`config.mk`:
```
export PLATFORM = sky130hd
export DESIGN_NAME = periph_clock_gate
export DESIGN_NICKNAME = d
export VERILOG_FILES = /design/src/periph_clock_gate.v /design/src/gate_select.v /design/src/fault_check.v
export VERILOG_INCLUDE_DIRS = /design/src
export SDC_FILE = /design/constraint.sdc
export NUM_CORES = 1
export LEC_CHECK = 0
export BUFFER_PORTS_ARGS = -buffer_cell sky130_fd_sc_hd__buf_2
export CORE_ASPECT_RATIO = 2
export CORE_MARGIN = 1.5
export CORE_UTILIZATION = 50
export DETAILED_ROUTE_END_ITERATION = 10
export PLACE_DENSITY = 0.89
export SYNTH_ARGS = -nofsm -noshare
export SYNTH_HDL_FRONTEND = slang
export SYNTH_HIERARCHICAL = 1
export SYNTH_SLANG_ARGS = --single-unit
```
`constraint.sdc`:
```
create_clock -name CORE_CLK -period 1.9 [get_ports CORE_CLK]
set_clock_uncertainty 0.05 [all_clocks]
set_input_delay 0.38 -clock CORE_CLK [delete_from_list [all_inputs] [get_ports CORE_CLK]]
set_output_delay 0.38 -clock CORE_CLK [all_outputs]
set_load 0.05 [all_outputs]
```
`src/clock_gate_defines.vh`:
```
`ifndef CLOCK_GATE_DEFINES_VH
`define CLOCK_GATE_DEFINES_VH

// ==========================================
// register byte offsets
`define RUN_GATE_OFS        12'h104
`define SLEEP_GATE_OFS      12'h114
`define DEEP_GATE_OFS       12'h124
`define RUN_CFG_OFS         12'h060
`define IRQ_STATUS_OFS      12'h200
`define IRQ_ENABLE_OFS      12'h204
`define IRQ_CLEAR_OFS       12'h208

// ==========================================
// gating register layout
`define GATE_RESET          32'h00000000
`define GATE_WMASK          32'h07070013
`define ASYNC_ZERO_BIT      0
`define ASYNC_ONE_BIT       1
`define SYNC_ZERO_BIT       4
`define TIMER_ZERO_BIT      16
`define TIMER_ONE_BIT       17
`define TIMER_TWO_BIT       18
`define COMP_ZERO_BIT       24
`define COMP_ONE_BIT        25
`define COMP_TWO_BIT        26

// ==========================================
// run clock configuration and interrupts
`define RUN_CFG_RESET       32'h00000000
`define AUTO_GATE_BIT       0
`define EVT_FAULT_BIT       0
`define EVT_MODE_BIT        1
`define EVT_COUNT           2

// ==========================================
// power modes and peripheral count
`define MODE_RUN            2'h0
`define MODE_SLEEP          2'h1
`define MODE_DEEP           2'h2
`define PERIPH_COUNT        9

`endif

```
`src/periph_clock_gate.v`:
```
`timescale 1ns/1ps
`include "clock_gate_defines.vh"

// What this block does
// - a set gate bit clocks its peripheral; a clear bit leaves it unclocked
// - any access to an unclocked peripheral is answered with a bus fault
// - all gate bits read zero after reset; every peripheral starts unclocked
// - run register in run mode, sleep register asleep, deep register in deep sleep
// - sleep and deep registers only act when automatic gating is selected
// - deep sleep gate register at offset 0x124, 32 bits, resets to zero
// - bits 18, 17, 16 gate timers two, one and zero
// - bit 4 gates synchronous serial port zero
// - bits 1 and 0 gate asynchronous serial ports one and zero
// - reserved bits are read-only zero; software preserves them
// - bits 26, 25, 24 gate comparators two, one and zero

module periph_clock_gate #(
    parameter ADDR_W = 12
) (
    input  wire                     CORE_CLK,
    input  wire                     RESET,
    input  wire                     WB_CYC_I,
    input  wire                     WB_STB_I,
    input  wire                     WB_WE_I,
    input  wire [ADDR_W-1:0]        WB_ADR_I,
    input  wire [3:0]               WB_SEL_I,
    input  wire [31:0]              WB_DAT_I,
    output reg  [31:0]              WB_DAT_O,
    output reg                      WB_ACK_O,
    input  wire                     SLEEP_REQ,
    input  wire                     DEEP_SLEEP_REQ,
    input  wire                     PERIPH_REQ,
    input  wire [3:0]               PERIPH_SEL,
    output wire                     PERIPH_FAULT,
    output wire                     PERIPH_GRANT,
    output wire [`PERIPH_COUNT-1:0] PERIPH_CLK_EN,
    output wire [1:0]               POWER_MODE,
    output wire                     IRQ
);

    // ==========================================
    // registers
    reg [31:0]             run_gate_reg_one_r;
    reg [31:0]             sleep_gate_reg_one_r;
    reg [31:0]             deep_sleep_gate_reg_one_r;
    reg [31:0]             run_clock_config_reg_r;
    reg [`EVT_COUNT-1:0]   irq_status_r;
    reg [`EVT_COUNT-1:0]   irq_enable_r;
    reg [1:0]              mode_r;
    reg [1:0]              mode_nxt;
    reg [31:0]             rd_nxt;

    wire                   bus_req;
    wire                   wr_en;
    wire [31:0]            byte_mask;
    wire                   fault_evt;
    wire                   mode_evt;
    wire [`EVT_COUNT-1:0]  evt_set;
    wire [`EVT_COUNT-1:0]  evt_clr;
    wire                   auto_gating_select;

    // ==========================================
    // bus decode
    assign bus_req   = WB_CYC_I & WB_STB_I & ~WB_ACK_O;
    assign wr_en     = bus_req & WB_WE_I;
    assign byte_mask = {{8{WB_SEL_I[3]}}, {8{WB_SEL_I[2]}}, {8{WB_SEL_I[1]}}, {8{WB_SEL_I[0]}}};
    assign auto_gating_select = run_clock_config_reg_r[`AUTO_GATE_BIT];

    // writable lanes only; reserved bits never store a one
    function [31:0] merge_gate;
        input [31:0] old_val;
        input [31:0] new_val;
        input [31:0] lanes;
        begin
            merge_gate = ((old_val & ~lanes) | (new_val & lanes)) & `GATE_WMASK;
        end
    endfunction

    always @(posedge CORE_CLK) begin
        if (RESET) begin
            run_gate_reg_one_r        <= `GATE_RESET;
            sleep_gate_reg_one_r      <= `GATE_RESET;
            deep_sleep_gate_reg_one_r <= `GATE_RESET;
            run_clock_config_reg_r    <= `RUN_CFG_RESET;
            irq_enable_r              <= {`EVT_COUNT{1'b0}};
        end else if (wr_en) begin
            case (WB_ADR_I)
                `RUN_GATE_OFS: begin
                    run_gate_reg_one_r <= merge_gate(run_gate_reg_one_r, WB_DAT_I, byte_mask);
                end
                `SLEEP_GATE_OFS: begin
                    sleep_gate_reg_one_r <= merge_gate(sleep_gate_reg_one_r, WB_DAT_I, byte_mask);
                end
                `DEEP_GATE_OFS: begin
                    deep_sleep_gate_reg_one_r <= merge_gate(deep_sleep_gate_reg_one_r, WB_DAT_I, byte_mask);
                end
                `RUN_CFG_OFS: begin
                    if (WB_SEL_I[0]) begin
                        run_clock_config_reg_r[`AUTO_GATE_BIT] <= WB_DAT_I[`AUTO_GATE_BIT];
                    end
                end
                `IRQ_ENABLE_OFS: begin
                    if (WB_SEL_I[0]) begin
                        irq_enable_r <= WB_DAT_I[`EVT_COUNT-1:0];
                    end
                end
                default: begin
                end
            endcase
        end
    end

    // ==========================================
    // read mux
    always @* begin
        rd_nxt = 32'h00000000;
        case (WB_ADR_I)
            `RUN_GATE_OFS:   rd_nxt = run_gate_reg_one_r;
            `SLEEP_GATE_OFS: rd_nxt = sleep_gate_reg_one_r;
            `DEEP_GATE_OFS:  rd_nxt = deep_sleep_gate_reg_one_r;
            `RUN_CFG_OFS:    rd_nxt = run_clock_config_reg_r;
            `IRQ_STATUS_OFS: rd_nxt = {30'h00000000, irq_status_r};
            `IRQ_ENABLE_OFS: rd_nxt = {30'h00000000, irq_enable_r};
            default:         rd_nxt = 32'h00000000;
        endcase
    end

    // one wait state; unmapped addresses read zero and drop writes
    always @(posedge CORE_CLK) begin
        if (RESET) begin
            WB_ACK_O <= 1'b0;
            WB_DAT_O <= 32'h00000000;
        end else begin
            WB_ACK_O <= bus_req;
            if (bus_req & ~WB_WE_I) begin
                WB_DAT_O <= rd_nxt;
            end
        end
    end

    // ==========================================
    // power mode tracking
    always @* begin
        mode_nxt = `MODE_RUN;
        if (DEEP_SLEEP_REQ) begin
            mode_nxt = `MODE_DEEP;
        end else if (SLEEP_REQ) begin
            mode_nxt = `MODE_SLEEP;
        end
    end

    always @(posedge CORE_CLK) begin
        if (RESET) begin
            mode_r <= `MODE_RUN;
        end else begin
            mode_r <= mode_nxt;
        end
    end

    assign mode_evt   = (mode_r != mode_nxt);
    assign POWER_MODE = mode_r;

    // ==========================================
    // gate selection and access check
    gate_select u_gate_select (
        .clk         (CORE_CLK),
        .reset       (RESET),
        .mode        (mode_r),
        .auto_gate   (auto_gating_select),
        .run_gates   (run_gate_reg_one_r),
        .sleep_gates (sleep_gate_reg_one_r),
        .deep_gates  (deep_sleep_gate_reg_one_r),
        .clk_en_r    (PERIPH_CLK_EN)
    );

    fault_check u_fault_check (
        .clk         (CORE_CLK),
        .reset       (RESET),
        .req         (PERIPH_REQ),
        .sel         (PERIPH_SEL),
        .clk_en      (PERIPH_CLK_EN),
        .fault       (PERIPH_FAULT),
        .grant       (PERIPH_GRANT),
        .fault_evt_r (fault_evt)
    );

    // ==========================================
    // interrupts
    assign evt_set = {mode_evt, fault_evt};
    assign evt_clr = (wr_en && (WB_ADR_I == `IRQ_CLEAR_OFS) && WB_SEL_I[0]) ?
                     WB_DAT_I[`EVT_COUNT-1:0] : {`EVT_COUNT{1'b0}};

    // a new event beats a clear landing in the same cycle
    always @(posedge CORE_CLK) begin
        if (RESET) begin
            irq_status_r <= {`EVT_COUNT{1'b0}};
        end else begin
            irq_status_r <= (irq_status_r & ~evt_clr) | evt_set;
        end
    end

    assign IRQ = |(irq_status_r & irq_enable_r);

endmodule // periph_clock_gate

```
`src/gate_select.v`:
```
`timescale 1ns/1ps
`include "clock_gate_defines.vh"

module gate_select (
    input  wire                     clk,
    input  wire                     reset,
    input  wire [1:0]               mode,
    input  wire                     auto_gate,
    input  wire [31:0]              run_gates,
    input  wire [31:0]              sleep_gates,
    input  wire [31:0]              deep_gates,
    output reg  [`PERIPH_COUNT-1:0] clk_en_r
);

    // ==========================================
    // gate vector compaction
    function [`PERIPH_COUNT-1:0] compact;
        input [31:0] g;
        begin
            compact = {g[`COMP_TWO_BIT], g[`COMP_ONE_BIT], g[`COMP_ZERO_BIT],
                       g[`TIMER_TWO_BIT], g[`TIMER_ONE_BIT], g[`TIMER_ZERO_BIT],
                       g[`SYNC_ZERO_BIT],
                       g[`ASYNC_ONE_BIT], g[`ASYNC_ZERO_BIT]};
        end
    endfunction

    // ==========================================
    // mode selection
    reg [`PERIPH_COUNT-1:0] clk_en_nxt;

    always @* begin
        clk_en_nxt = compact(run_gates);
        if (auto_gate) begin
            case (mode)
                `MODE_SLEEP: clk_en_nxt = compact(sleep_gates);
                `MODE_DEEP:  clk_en_nxt = compact(deep_gates);
                default:     clk_en_nxt = compact(run_gates);
            endcase
        end
    end

    // registered so the enables only move on a clock edge, never glitch
    always @(posedge clk) begin
        if (reset) begin
            clk_en_r <= {`PERIPH_COUNT{1'b0}};
        end else begin
            clk_en_r <= clk_en_nxt;
        end
    end

endmodule // gate_select

```
`src/fault_check.v`:
```
`timescale 1ns/1ps
`include "clock_gate_defines.vh"

module fault_check (
    input  wire                     clk,
    input  wire                     reset,
    input  wire                     req,
    input  wire [3:0]               sel,
    input  wire [`PERIPH_COUNT-1:0] clk_en,
    output wire                     fault,
    output wire                     grant,
    output reg                      fault_evt_r
);

    // ==========================================
    // access check
    wire sel_valid;
    wire sel_clocked;

    assign sel_valid   = (sel < 4'h9);
    // out-of-range index counts as unclocked: nothing answers there
    assign sel_clocked = sel_valid & clk_en[sel];
    assign fault       = req & ~sel_clocked;
    assign grant       = req & sel_clocked;

    always @(posedge clk) begin
        if (reset) begin
            fault_evt_r <= 1'b0;
        end else begin
            fault_evt_r <= fault;
        end
    end

endmodule // fault_check

```
# Word-level counts from Yosys, hierarchy flattened
# Cells that the tools add are included.
[classes]
n_addsub = 0
multipliers = 0
n_div = 0
magnitude_cmp = 2
n_eq_ne = 10
n_shift = 0
mux = 8
bitwise_logic = 22
n_reduce_logical = 8
[ops]
columns = ["op", "n"]
rows = [
  ["case mux 27 bit (6 select lines)", 1],
  ["bitwise AND 27 bit", 4],
  ["OR 27 bit", 3],
  ["== test 12 x 10 -> 1 bit, second input constant", 3],
  ["== test 12 x 9 -> 1 bit, second input constant", 3],
  ["NOT 27 bit", 1],
  ["case mux 9 bit (2 select lines)", 1],
  ["== test 12 x 7 -> 1 bit, second input constant", 1],
  ["2-to-1 mux 9 bit", 1],
  ["bitwise AND 1 bit", 7],
  ["AND reduction 2 bit", 3],
  ["AND reduction 3 bit", 2],
  ["< comparator 4 x 5 -> 1 bit, second input constant", 1],
  ["bitwise AND 2 bit", 2],
  ["binary-select mux 1 bit (select 4 bit)", 1],
  ["< comparator 4 bit, second input constant", 1],
  ["2-to-1 mux 2 bit", 2],
  ["NOT 1 bit", 3],
  ["== test 2 x 1 -> 1 bit, second input constant", 1],
  ["== test 2 bit, second input constant", 1],
  ["logical AND 1 bit", 2],
  ["2-to-1 mux 1 bit", 2],
  ["!= test 2 bit", 1],
  ["NOT 2 bit", 1],
  ["other kinds (2)", 2],
]
[totals]
regBits = 77
latch_bits = 0
ramBits = 0
romBits = 0
in_bits = 60
output_inout_bits = 47
memories = 0

# Logic depth before layout (Yosys ltp)
[logic_depth]
word_depth = 9
ltp_mapped = 7

# Modules after synthesis
# Netlist, hierarchy kept.
[modules_own_cells]
columns = ["mod", "n_inst", "cells_per_inst", "area_each_um2", "seq_area_each_um2"]
rows = [
  ["periph_clock_gate", 1, 270, 2416.1, 880.8],
  ["gate_select", 1, 47, 509.2, 180.2],
  ["fault_check", 1, 13, 137.6, 20.0],
]

# Least setup slack after synthesis
# Ideal clock, no wire load.
[synth_timing]
path_type = "register to output"
from = "reg u_gate_select.clk_en_r[5]"
to = "out PERIPH_GRANT"
t_arrival_ns = 1.834
setup_slack_ns = -0.364
stages_incl_launch_ff = 5
path_cell_list = "dfxtp_1 mux4_2 nand2b_4 a31oi_2 nor2b_1"
[synth_via]
elab_chain_cells = 4
[synth_lines]
columns = ["item", "line_no", "rtl"]
rows = [
  ["from (decl)", "gate_select.v:12", "output reg [`PERIPH_COUNT-1:0] clk_en_r"],
  ["from (signal assigned)", "gate_select.v:45", "clk_en_r <= {`PERIPH_COUNT{1'b0}};"],
  ["from (signal assigned)", "gate_select.v:47", "clk_en_r <= clk_en_nxt;"],
  ["binary-select mux 1 bit (select 4 bit)", "fault_check.v:22", "assign sel_clocked = sel_valid & clk_en[sel];"],
  ["2-to-1 mux 1 bit (implied by the code)", "fault_check.v:22", ""],
  ["bitwise AND 1 bit", "fault_check.v:22", ""],
  ["bitwise AND 1 bit", "fault_check.v:24", "assign grant = req & sel_clocked;"],
  ["to (decl)", "periph_clock_gate.v:35", "output wire PERIPH_GRANT,"],
]
# Every way passes these cells. The select of a mux whose other input is x is not followed.

# Worst setup path in the final report
[layout_timing]
from = "reg u_gate_select.clk_en_r[6]"
to = "out PERIPH_FAULT"
[layout_via]
elab_chain_cells = 5
[layout_lines]
columns = ["item", "line_no", "rtl"]
rows = [
  ["binary-select mux 1 bit (select 4 bit)", "fault_check.v:22", ""],
  ["2-to-1 mux 1 bit (implied by the code)", "fault_check.v:22", ""],
  ["bitwise AND 1 bit", "fault_check.v:22", ""],
  ["NOT 1 bit", "fault_check.v:23", "assign fault = req & ~sel_clocked;"],
  ["bitwise AND 1 bit", "fault_check.v:23", ""],
  ["to (decl)", "periph_clock_gate.v:34", "output wire PERIPH_FAULT,"],
]
# Every way passes these cells. The select of a mux whose other input is x is not followed.

==> run metrics <==
status=finished with violations; failing checks=setup timing; Worst Path Arrival=1.73 ns; CP endpoint kind=output port; most common cell after layout, fill and taps aside=buf_2; fin crit period=2.158 ns; slew at the pin closest to its max-slew limit=0.5992 ns; Final Hold Fails=0; Core Rows=40; worst r2r dst=u_gate_select/clk_en_r[7]$_SDFF_PP0_; first-pass GRT wire length=13630 microns; height of the die=113.7 microns; hold endpoint=POWER_MODE[0]$_SDFF_PP0_; drt drc=0; Die Wd=58.35 microns; Synth cell types=53; Max VDD drop=0.0005679 V; routed len/inst=18.22 microns; ys async rst share=0; core area=5956 sq um; share of layout cells above drive strength 1=0.3284; crit-path cells=mux4_2 > nand2b_4 > a31oi_4 > and2_4 > buf_8; initial antenna violation count=0; Worst Hold Launch=DEEP_SLEEP_REQ; slowest stage delay, CP=0.46 ns; # setup viols final=2; Setup WS post-layout=-0.2579 ns; ANT cells=0; most frequent cells in the layout=57 x buf_2, 50 x dfxtp_1, 30 x o21ai_0; Post-CTS Setup Repair Bufs=0; gr usage total=0.2720; Reg-to-Reg Start=POWER_MODE[0]$_SDFF_PP0_; Yosys warning count=6; Setup Crit Path Kind=flip-flop to output port; PortBufs=59; Worst slew margin=0.6005; Initial DRT Pass Iterations=4; R2R cell count=5; starting density of the core=0.5143; vias after detailed routing=2837; Synth Instances=330; register area share after synthesis=0.3529; f_max=463.4 MHz; vias in the first global route=2901; Post-Route WL=8583 microns; CP top delay family=multiplexers; worst hold path depth=2; Post-CTS Hold Buffers=0; H-tree depth=2; area growth from synthesis to layout=20.02%; TritonCTS clock tree=yes; DR vias/cell=6.023; RePlAce Congestion=0.9020; Synth Flop Type=dfxtp_1; Mapped Area=3063 sq um; largest net degree at the start of global routing=51; DP Area=3498 sq um; worst hold-check path type=input pin to flip-flop; # Max-Cap Violations=0; pwr/cell area=673.8 nW/um^2; RSZ-0062 raised after global routing=yes; Longest Clk Path Bufs=2; NumNets Final=469; DRT iter0 DRCs=137; Syn Area/Cell=9.282 sq um; clock latency on the worst-skew pair=0.30 ns; global route overflow=0; number of synthesized flops with an enable pin=0; num ports=107; Critical path buffers and inverters=1; clock-pin slew of the registers on the worst-case setup and hold paths=0.07 ns; ratio of final minimum period to clock period=1.136; critical path startpoint category=flip-flop; number of CTS-inserted buffers=5; CTS sink count=54; post-route ant nets=0; CTS root buffer=clkbuf_16; Setup WS pre-CTS=-0.2326 ns; critical path peak fanout=2; Post-DP HPWL=6575 microns; Crit path required time=1.47 ns; fin area=3676 sq um; max-slew violation count=0; Die Area=6633 sq um; Reg2Reg Setup Slack=0.16 ns; CP max-delay cell=mux4_2; fillcell total=492; #FFs+latches synth=54; P_leak=0.001579 uW
-- timing repair --
action,4_1_cts,5_1_grt
gates resized for setup,6,1
endpoints found under the setup margin,2,2
cloned,0,0
-- cell type report --
class | instances | area (sq um) | share of cell area
clock buffer | 5 | 125.1 | 0.03404
clock inverter | 3 | 28.78 | 0.007828
inverter | 4 | 15.01 | 0.004084
multi-input combinational | 253 | 1773 | 0.4823
sequential | 54 | 1086 | 0.2954
tap | 63 | 78.83 | 0.02144
timing repair buffer | 89 | 569.3 | 0.1549
-- cell families after synthesis --
family | Yosys count | synth area share
xor gates and xnor gates | 1 | 0.002860
buffers and inverters | 45 | 0.1013
muxes | 24 | 0.08292
and+or+nand+nor | 129 | 0.2774
other | 1 | 0.001224
DFF | 54 | 0.3529
AOI/OAI and AO/OA | 74 | 0.1732
adders and majority gates | 2 | 0.008169
-- Yosys cell counts (all sizes together), types with 5 or more instances --
library cell	number	share of area
or3	7	0.015
nand3	15	0.026
clkbuf	5	0.0065
o21ai	30	0.049
nand2	10	0.012
a221oi	9	0.044
buf	36	0.090
nand4	5	0.010
a22o	9	0.026
nor3	15	0.033
nor2	18	0.022
nor2b	11	0.022
nand2b	24	0.054
a21oi	14	0.023
dfxtp	54	0.35
mux2i	22	0.072
nor4	5	0.030
-- layer usage --
| metal | vias to the layer above | routed length (microns) | track usage |
|---|---|---|---|
| met5 | - | 0 | 0 |
| met2 | 130 | 4818 | 0.5011 |
| met1 | 1350 | 2736 | 0.2432 |
| li1 | 1310 | - | - |
| met3 | 47 | 391 | 0.03175 |
| met4 | 0 | 636 | 0.2388 |
-- where the power goes --
group,switching (uW),total [uW],internal [uW],leakage (uW)
combinational,257,370,113,0.00106
sequential,8.04,1150,1140,0.000438
clock,455,960,506,0.0000763
total,719,2480,1760,0.00158
-- how the worst max path moves through the flow --
stage	start	to	slack (ns)	depth (start not counted)
after global routing	u_gate_select/clk_en_r[6]$_SDFF_PP0_	PERIPH_FAULT	-0.28	5
after global placement	PERIPH_SEL[0]	PERIPH_FAULT	-0.19	6
after CTS	u_gate_select/clk_en_r[6]$_SDFF_PP0_	PERIPH_FAULT	-0.27	5
after floorplan	u_gate_select/clk_en_r[7]$_SDFF_PP0_	PERIPH_FAULT	0.02	4
final	u_gate_select/clk_en_r[6]$_SDFF_PP0_	PERIPH_FAULT	-0.26	5
after detailed placement	PERIPH_SEL[0]	PERIPH_FAULT	-0.23	6
-- metrics by stage --
step | power, uW | util | hold WS (ns) | cells | setup TNS [ns]
finish | 2477 | 0.6172 | 0.2201 | 471 | -0.5115
global route | 2540 | 0.6172 | 0.2418 | 471 | -0.5523
CTS | 2483 | 0.6166 | 0.2211 | 471 | -0.5315
detailed placement | 1531 | 0.5874 | 0.4125 | 463 | -2.095
global placement | 1524 | 0.5874 | 0.4062 | 463 | -0.7988
floorplan | 1453 | - | 0.3968 | 352 | 0
Note: power is estimated with default switching activity, not from simulation.
